==> src/arxsm_regs.svh <==
/*
 * Register offsets, field positions and reset values for the receive
 * channel 6/7 slot map. Assumes inclusion by bare name from the design
 * file.
 */
// Operation
// - channel 6 source: 0 off, 1 DAC6, 2 ADC2 loopback, 3 cascade 1
// - channel 7 source: 0 off, 1 DAC7, 2 ADC3 loopback, 3 cascade 2
// - slot N is TDM slot N; I2S/LJ 0-15 left, 16-31 right
// - channel 6 register resets to 0x05: disabled, slot 5
// - channel 7 register resets to 0x06: disabled, slot 6
`ifndef ARXSM_REGS_SVH
`define ARXSM_REGS_SVH

`define ARXSM_CH6_OFFSET   8'h2d
`define ARXSM_CH7_OFFSET   8'h2e
`define ARXSM_CH6_RESET    8'h05
`define ARXSM_CH7_RESET    8'h06
`define ARXSM_RSVD_BIT     7
`define ARXSM_SRC_MSB      6
`define ARXSM_SRC_LSB      5
`define ARXSM_SLOT_MSB     4
`define ARXSM_SLOT_LSB     0
`define ARXSM_HALF_BIT     4
`define ARXSM_CFG_WMASK    8'h7f

`endif

==> src/arxsm_pkg.sv <==
/*
 * Types for the receive channel 6/7 slot map.
 * Assumes nothing beyond the constants header.
 */
package arxsm_pkg;
	// what a received channel feeds
	typedef enum logic [1:0] {
		ARXSM_SRC_OFF      = 2'h0,
		ARXSM_SRC_DAC      = 2'h1,
		ARXSM_SRC_ADC_LOOP = 2'h2,
		ARXSM_SRC_CASCADE  = 2'h3
	} arxsm_src_e;

	typedef logic [4:0] arxsm_slot_t;
	typedef logic [7:0] arxsm_byte_t;
endpackage

==> src/arxsm_top.sv <==
/*
 * Receive-side slot map of channels 6 and 7 on the primary audio port:
 * two configuration registers pick a slot and a destination per channel.
 * Assumes the serial deserialiser and the control port sit on clk_in and
 * present one received slot per valid pulse.
 */
`include "arxsm_regs.svh"

module arxsm_top #(
	parameter int DATA_W = 32
) (
	// clock and reset
	input  wire logic                clk_in,
	input  wire logic                rst_b_in,
	// register port
	input  wire arxsm_pkg::arxsm_byte_t reg_addr_in,
	input  wire arxsm_pkg::arxsm_byte_t reg_wdata_in,
	input  wire logic                reg_wr_in,
	input  wire logic                reg_rd_in,
	output logic [7:0]               reg_rdata_out,
	// received slot stream
	input  wire logic                slot_valid_in,
	input  wire arxsm_pkg::arxsm_slot_t slot_num_in,
	input  wire logic                slot_right_in,
	input  wire logic                fmt_i2s_lj_in,
	input  wire logic [DATA_W-1:0]   slot_data_in,
	// channel 6 output
	output logic                     chan6_valid_out,
	output arxsm_pkg::arxsm_src_e    chan6_dest_out,
	output logic [DATA_W-1:0]        chan6_data_out,
	// channel 7 output
	output logic                     chan7_valid_out,
	output arxsm_pkg::arxsm_src_e    chan7_dest_out,
	output logic [DATA_W-1:0]        chan7_data_out
);
	import arxsm_pkg::*;

	////////////////////////////////////////////////////////////////////////
	// configuration registers

	logic [6:0] cfg6;
	logic [6:0] cfg7;
	logic [6:0] next_cfg6;
	logic [6:0] next_cfg7;
	logic [7:0] next_rdata;
	logic       wr6;
	logic       wr7;

	// true when a strobe addresses the given register offset
	function automatic logic reg_sel(input logic strobe,
		input arxsm_byte_t addr, input arxsm_byte_t offset);
		return strobe && (addr == offset);
	endfunction

	// stored field of a write: the reserved top bit never lands
	function automatic logic [6:0] cfg_field(input arxsm_byte_t wdata);
		arxsm_byte_t masked;
		masked = wdata & `ARXSM_CFG_WMASK;
		return masked[6:0];
	endfunction

	assign wr6 = reg_sel(reg_wr_in, reg_addr_in, `ARXSM_CH6_OFFSET);
	assign wr7 = reg_sel(reg_wr_in, reg_addr_in, `ARXSM_CH7_OFFSET);

	////////////////////////////////////////////////////////////////////////
	// register write path

	always_comb begin
		next_cfg6 = cfg6;
		if (wr6) begin
			next_cfg6 = cfg_field(reg_wdata_in);
		end
	end

	always_comb begin
		next_cfg7 = cfg7;
		if (wr7) begin
			next_cfg7 = cfg_field(reg_wdata_in);
		end
	end

	always_ff @(posedge clk_in or negedge rst_b_in) begin
		if (!rst_b_in) begin
			cfg6 <= 7'(`ARXSM_CH6_RESET);
		end else begin
			cfg6 <= next_cfg6;
		end
	end

	always_ff @(posedge clk_in or negedge rst_b_in) begin
		if (!rst_b_in) begin
			cfg7 <= 7'(`ARXSM_CH7_RESET);
		end else begin
			cfg7 <= next_cfg7;
		end
	end

	////////////////////////////////////////////////////////////////////////
	// register read path

	// reads: reserved bit 7 is zero, unmapped offsets read zero
	always_comb begin
		next_rdata = reg_rdata_out;
		if (reg_rd_in) begin
			unique case (reg_addr_in)
				`ARXSM_CH6_OFFSET: next_rdata = {1'b0, cfg6};
				`ARXSM_CH7_OFFSET: next_rdata = {1'b0, cfg7};
				default:           next_rdata = 8'h00;
			endcase
		end
	end

	always_ff @(posedge clk_in or negedge rst_b_in) begin
		if (!rst_b_in) begin
			reg_rdata_out <= 8'h00;
		end else begin
			reg_rdata_out <= next_rdata;
		end
	end

	////////////////////////////////////////////////////////////////////////
	// slot matching

	// true when the incoming slot is the one the field selects
	function automatic logic slot_hit(input arxsm_slot_t sel,
		input arxsm_slot_t num, input logic right, input logic i2s_lj);
		logic hit;
		hit = 1'b0;
		if (i2s_lj) begin
			// upper bit picks the half, low four bits the slot in it
			hit = (num[`ARXSM_HALF_BIT] == 1'b0)
				&& (right == sel[`ARXSM_HALF_BIT])
				&& (num[3:0] == sel[3:0]);
		end else begin
			hit = (num == sel);
		end
		return hit;
	endfunction

	arxsm_src_e src6;
	arxsm_src_e src7;
	logic       hit6;
	logic       hit7;

	assign src6 = arxsm_src_e'(cfg6[`ARXSM_SRC_MSB:`ARXSM_SRC_LSB]);
	assign src7 = arxsm_src_e'(cfg7[`ARXSM_SRC_MSB:`ARXSM_SRC_LSB]);

	assign hit6 = slot_hit(cfg6[`ARXSM_SLOT_MSB:`ARXSM_SLOT_LSB],
		slot_num_in, slot_right_in, fmt_i2s_lj_in);
	assign hit7 = slot_hit(cfg7[`ARXSM_SLOT_MSB:`ARXSM_SLOT_LSB],
		slot_num_in, slot_right_in, fmt_i2s_lj_in);

	////////////////////////////////////////////////////////////////////////
	// routed outputs

	logic              route6;
	logic              route7;
	arxsm_src_e        next_dest6;
	arxsm_src_e        next_dest7;
	logic [DATA_W-1:0] next_data6;
	logic [DATA_W-1:0] next_data7;

	function automatic logic route_ok(input logic valid, input logic hit,
		input arxsm_src_e src);
		return valid && hit && (src != ARXSM_SRC_OFF);
	endfunction

	assign route6 = route_ok(slot_valid_in, hit6, src6);
	assign route7 = route_ok(slot_valid_in, hit7, src7);

	// destination and word hold until the next routed word
	always_comb begin
		next_dest6 = chan6_dest_out;
		next_data6 = chan6_data_out;
		if (route6) begin
			next_dest6 = src6;
			next_data6 = slot_data_in;
		end
	end

	always_comb begin
		next_dest7 = chan7_dest_out;
		next_data7 = chan7_data_out;
		if (route7) begin
			next_dest7 = src7;
			next_data7 = slot_data_in;
		end
	end

	////////////////////////////////////////////////////////////////////////
	// output registers

	always_ff @(posedge clk_in or negedge rst_b_in) begin
		if (!rst_b_in) begin
			chan6_valid_out <= 1'b0;
			chan6_dest_out  <= ARXSM_SRC_OFF;
			chan6_data_out  <= '0;
		end else begin
			// one-cycle pulse per routed word
			chan6_valid_out <= route6;
			chan6_dest_out  <= next_dest6;
			chan6_data_out  <= next_data6;
		end
	end

	always_ff @(posedge clk_in or negedge rst_b_in) begin
		if (!rst_b_in) begin
			chan7_valid_out <= 1'b0;
			chan7_dest_out  <= ARXSM_SRC_OFF;
			chan7_data_out  <= '0;
		end else begin
			// one-cycle pulse per routed word
			chan7_valid_out <= route7;
			chan7_dest_out  <= next_dest7;
			chan7_data_out  <= next_data7;
		end
	end

endmodule // arxsm_top

==> config.mk <==
export PLATFORM = sky130hd
export DESIGN_NAME = arxsm_top
export DESIGN_NICKNAME = d
export VERILOG_FILES = /design/src/arxsm_pkg.sv /design/src/arxsm_top.sv
export VERILOG_INCLUDE_DIRS = /design/src
export SDC_FILE = /design/constraint.sdc
export NUM_CORES = 1
export LEC_CHECK = 0
export BUFFER_PORTS_ARGS = -buffer_cell sky130_fd_sc_hd__buf_2
export CAP_MARGIN = 20
export CORE_MARGIN = 2
export CORE_UTILIZATION = 49
export CTS_CLUSTER_SIZE = 10
export DETAILED_ROUTE_END_ITERATION = 6
export MAX_ROUTING_LAYER = met4
export PLACE_DENSITY = 0.87
export SLEW_MARGIN = 15
export SYNTH_ARGS = -nofsm -noshare
export SYNTH_HDL_FRONTEND = slang
export SYNTH_SLANG_ARGS = --single-unit
==> constraint.sdc <==
create_clock -name clk_in -period 2 [get_ports clk_in]
set_input_delay 0.4 -clock clk_in [delete_from_list [all_inputs] [get_ports clk_in]]
set_output_delay 0.4 -clock clk_in [all_outputs]
set_load 0.01 [all_outputs]
# Yosys cells after proc, flatten, opt, wreduce, memory -nomap -nowiden
# Index checks and enable logic that the tools add are counted.
[op_classes] reduce_logical=12 muxes=3 bitwise=1 n_eq_ne=8
[ops] op="equality test 8 x 6 -> 1 bit, second input constant" n=2
[ops] op="case mux 7 bit (2 select lines)" n=1
[ops] op="equality test 5 bit" n=2
[ops] op="logical AND 1 bit" n=10
[ops] op="equality test 4 bit" n=2
[ops] op="nonzero test 2 bit" n=2
[ops] op="equality test 1 bit" n=2
[ops] op="2-to-1 mux 1 bit" n=2
[ops] op="inverter 1 bit" n=1
[totals] ff_bits=92 wordCells=33 output_inout_bits=78 inputBits=60

# Logic depth before layout (Yosys ltp)
[logic_depth] word_depth=6 depth_mapped=5 mapped_depth_nobuf=4

# Worst setup path before layout
# OpenSTA, ideal clock, no wires.
[synth_timing] kind="reg2reg" start="register cfg7[2]" end="register chan7_data_out[13]" setup_ns=0.125 setup_slack_ns=0.235 path_stages_with_launch=6 period_less_slack_ns=1.765 arrival_time_ns=1.641 cell_sequence="dfstp_2 -> xnor2_1 -> o21ai_0 -> nor3_4 -> buf_6 -> mux2_2"
[synth_via] elab_chain_cells=5 elab_cells_between_ends=6
[synth_lines] item="from (decl)" line="arxsm_top.sv:42" rtl="logic [6:0] cfg7;"
[synth_lines] item="from (signal assigned)" line="arxsm_top.sv:92" rtl="cfg7 <= 7'(`ARXSM_CH7_RESET);"
[synth_lines] item="from (signal assigned)" line="arxsm_top.sv:94" rtl="cfg7 <= next_cfg7;"
[synth_lines] item="equality test 4 bit" line="arxsm_top.sv:133" rtl="&& (num[3:0] == sel[3:0]);"
[synth_lines] item="logical AND 1 bit" line="arxsm_top.sv:131" rtl="hit = (num[`ARXSM_HALF_BIT] == 1'b0)"
[synth_lines] item="2-to-1 mux 1 bit *" line="arxsm_top.sv:129" rtl="if (i2s_lj) begin"
[synth_lines] item="logical AND 1 bit * (2 in a row)" line="arxsm_top.sv:165" rtl="return valid && hit && (src != ARXSM_SRC_OFF);"
[synth_lines] item="to (signal assigned)" line="arxsm_top.sv:215" rtl="chan7_data_out <= next_data7;"
[synth_lines] item="to (decl)" line="arxsm_top.sv:34" rtl="output logic [DATA_W-1:0] chan7_data_out"
# Mark *: on every way between the ends. The rest lies on a longest branch, timed or not.
# A chain may end at the register's enable or synchronous reset.

# Worst setup path after layout
[layout_timing] start="register cfg6[2]" end="register chan6_data_out[31]"
[layout_via] elab_chain_cells=5 elab_cells_between_ends=6
[layout_lines] item="from (decl)" line="arxsm_top.sv:41" rtl="logic [6:0] cfg6;"
[layout_lines] item="from (signal assigned)" line="arxsm_top.sv:84" rtl="cfg6 <= 7'(`ARXSM_CH6_RESET);"
[layout_lines] item="from (signal assigned)" line="arxsm_top.sv:86" rtl="cfg6 <= next_cfg6;"
[layout_lines] item="equality test 4 bit" line="arxsm_top.sv:133"
[layout_lines] item="logical AND 1 bit" line="arxsm_top.sv:131"
[layout_lines] item="2-to-1 mux 1 bit *" line="arxsm_top.sv:129"
[layout_lines] item="logical AND 1 bit * (2 in a row)" line="arxsm_top.sv:165"
[layout_lines] item="to (signal assigned)" line="arxsm_top.sv:202" rtl="chan6_data_out <= next_data6;"
[layout_lines] item="to (decl)" line="arxsm_top.sv:30" rtl="output logic [DATA_W-1:0] chan6_data_out,"
# Marks and branches as above.

==> flow_metrics.py <==
metrics = {
    "timing": {
        "drv_slew": 0,
        "finalSetupTns_ns": 0,
        "holdWs_ns": 0.03147,
        "skew_ns": 0.01031,
        "clock.fmax_mhz": 553.0,
        "slew_headroom_pct": 63.06,
        "rsz0062_at_grt": "false",
        "hold_viol": 0,
        "setup_violations": 0,
        "timing.final.crit_share_pct": 90.42,
        "worst_pin_slew_ns": 0.5541,
        "fin_crit_ns": 1.808,
    },
    "power": {
        "combPwrFrac_pct": 7.5,
        "irDropWorstVdd_mv": 0.4492,
        "p_per_area_nw_per_um2": 699.4,
        "p_seq_share_pct": 58.5,
        "switchingPower_uw": 773.1,
        "switching_share_pct": 23.69,
        "internal_power_mw": 2.491,
        "power.leakage_nw": 2.589,
        "pwr-share-clk_pct": 34.0,
    },
    "finish": {
        "syn2layout_area_growth_pct": 27.39,
        "nFillCells": 567,
        "fin_util_pct": 64.34,
        "final_area_sq_um": 4667,
        "antennaDiodeCount": 0,
        "layout_commonest_cell": "buf_2",
        "drive_above_1_share_pct": 63.90,
        "instances_no_fill": 484,
        "final_cell_mix": "buf_2 (134), dfrtp_1 (87), mux2_2 (78)",
        "fin_nets": 440,
    },
    "worst_setup_path": {
        "crit_fanout": 18,
        "cp.arrival_ns": 2.04,
        "start_kind": "flip-flop",
        "path_class": "flip-flop to flip-flop",
        "required_ns": 2.23,
        "end_kind": "flip-flop",
    },
    "clock_network": {
        "insertion_delay_ns": 0.34,
        "clk_pin_slew_ns": 0.09,
        "htreeDepth": 3,
        "cts_tree": "yes",
        "clockBufferDepth": 2,
        "clock-root-buffer": "clkbuf_8",
        "holdBufCountCts": 0,
        "cts_buffers": 9,
        "post_cts_buffers": 0,
        "cts.sinks": 91,
        "ctsResizeCount": 0,
    },
    "route": {
        "vias": 2420,
        "wl_per_cell_um": 15.04,
        "drcViolationCount": 0,
        "drt-vias-per-instance": 5.000,
        "drtIter0Drc": 73,
        "ant_nets": 0,
        "firstDrtPassIters": 3,
        "finalWirelength_mm": 7.280,
    },
    "die": {
        "start_util_pct": 50.51,
        "coreArea_sq_um": 7253,
        "fp.dieW_um": 90.47,
        "dieHeight_um": 90.47,
        "ios": 138,
        "dieArea_sq_um": 8184,
        "rows": 31,
    },
    "yosys": {
        "syn_area_sq_um": 3664,
        "synth_cells": 236,
        "synth_top_cell_area_share_pct": 59.43,
        "yosys-top-cells-area": "dfrtp_1 (59%), mux2_2 (24%), dfstp_2 (2.9%)",
        "synth_cell_type_count": 23,
        "yosys_register_bits": 91,
        "avgSynthCellArea_sq_um": 15.52,
        "synth_nets": 296,
        "synth_top_cell_by_area": "dfrtp_1",
        "yosysSeqAreaShare_pct": 62.30,
        "synth_warnings": 0,
    },
    "place": {
        "place_inst": 468,
        "place_area_sq_um": 4489,
        "io_buffers": 135,
        "dp_hpwl_mm": 5.335,
        "place_congestion": 0.7803,
    },
    "global_routing": {
        "antenna_found_initial": 0,
        "grt_max_degree": 45,
        "grt_use_total_pct": 19.09,
        "grt_pass1_vias": 2621,
        "overflow": 0,
        "grt_first_pass_wirelength_mm": 12.12,
    },
    "status": {
        "status": "finished, final reports clean",
    },
    "job": {
        "timing.max_cap.violations": 0,
    },
    "min_path": {
        "hold_path_class": "input pin to async pin",
    },
}
[worst max-delay path: stages, from the launching register on]
cell and delay [ns]:
dfstp_2 0.56, xnor2_1 0.14, nand4_1 0.18, nor3_4 0.27
buf_12 0.21, mux2_2 0.35
[cell type report]
type	instances	area, sq um	share of cell area, %
inverters	7	26.28	0.5630
flip-flops and latches	91	2282	48.90
well taps	99	123.9	2.654
multi-input cells	128	1269	27.19
clock inverters	5	36.28	0.7775
clock buffers	11	141.4	3.029
repair buffers	143	788.3	16.89
[final timing paths]
check,startpoint,cells after the start,slack [ns],endpoint
setup reg to reg,cfg6[2]$_DFFE_PN1P_,5,0.19,chan6_data_out[31]$_DFFE_PN0P_
hold / removal,rst_b_in,1,0.03,chan6_data_out[5]$_DFFE_PN0P_
setup / recovery,cfg6[2]$_DFFE_PN1P_,5,0.19,chan6_data_out[31]$_DFFE_PN0P_
hold reg to reg,chan6_data_out[19]$_DFFE_PN0P_,1,0.49,chan6_data_out[19]$_DFFE_PN0P_
min in group clk_in,slot_data_in[4],2,0.28,chan6_data_out[4]$_DFFE_PN0P_
max in group asynchronous,rst_b_in,2,1.36,chan7_data_out[14]$_DFFE_PN0P_
[per-stage QoR]
stage / setup WS [ns] / power [mW]
after floorplan: 0.2346 / 2.037
after global placement: 0.02259 / 2.182
after detailed placement: 0.02259 / 2.195
after CTS: 0.1516 / 3.298
after global routing: 0.08327 / 3.414
final: 0.1916 / 3.264
[power groups by stage]
stage	Combinational (mW)	Sequential (mW)	Clock [mW]
after detailed placement	0.249	1.95	0
after global routing	0.271	1.92	1.23
final	0.245	1.91	1.11
after floorplan	0.0813	1.96	0
after global placement	0.238	1.94	0
after CTS	0.250	1.91	1.14
[layer usage]
metal  up-vias  GRT usage, %  routed length [um]
li1       1120             -                   -
met2        93         31.34                3500
met3        11         5.175                 530
met4         0         6.538                 105
met1      1196         22.90                3144
met5         -             -                   0
[state kept, by name, indices dropped and copies added, names as in the netlist]
register and flops:
chan7_valid_out 1, cfg7 7, chan7_dest_out 2, reg_rdata_out 7
cfg6 7, chan6_valid_out 1, chan6_data_out 32, chan7_data_out 32
chan6_dest_out 2
[cells in the mapped netlist]
cell       n
buf_1      1
a22o_1     7
conb_1     1
mux2_2    78
nor3_4     2
buf_6      6
a21boi_0   1
nand4_1    2
dfrtp_1   87
o21ai_0    8
mux2_1     4
clkbuf_1   2
dfstp_2    4
nand3_2    2
buf_4      1
a21oi_2    1
xnor2_1   10
inv_1      7
nor3_2     1
o21ai_1    1
nand4b_1   1
nor2b_1    2
nand3_1    7
[logic make-up after synthesis]
family	after synthesis	share of synthesized area (%)
AOI/OAI and AO/OA	18	3.347
xor gates and xnor gates	10	2.391
buffers and inverters	17	3.074
DFF	91	62.30
muxes	82	25.20
other	1	0.1024
and+or+nand+nor	17	3.586
(Power assumes the default switching activity.)
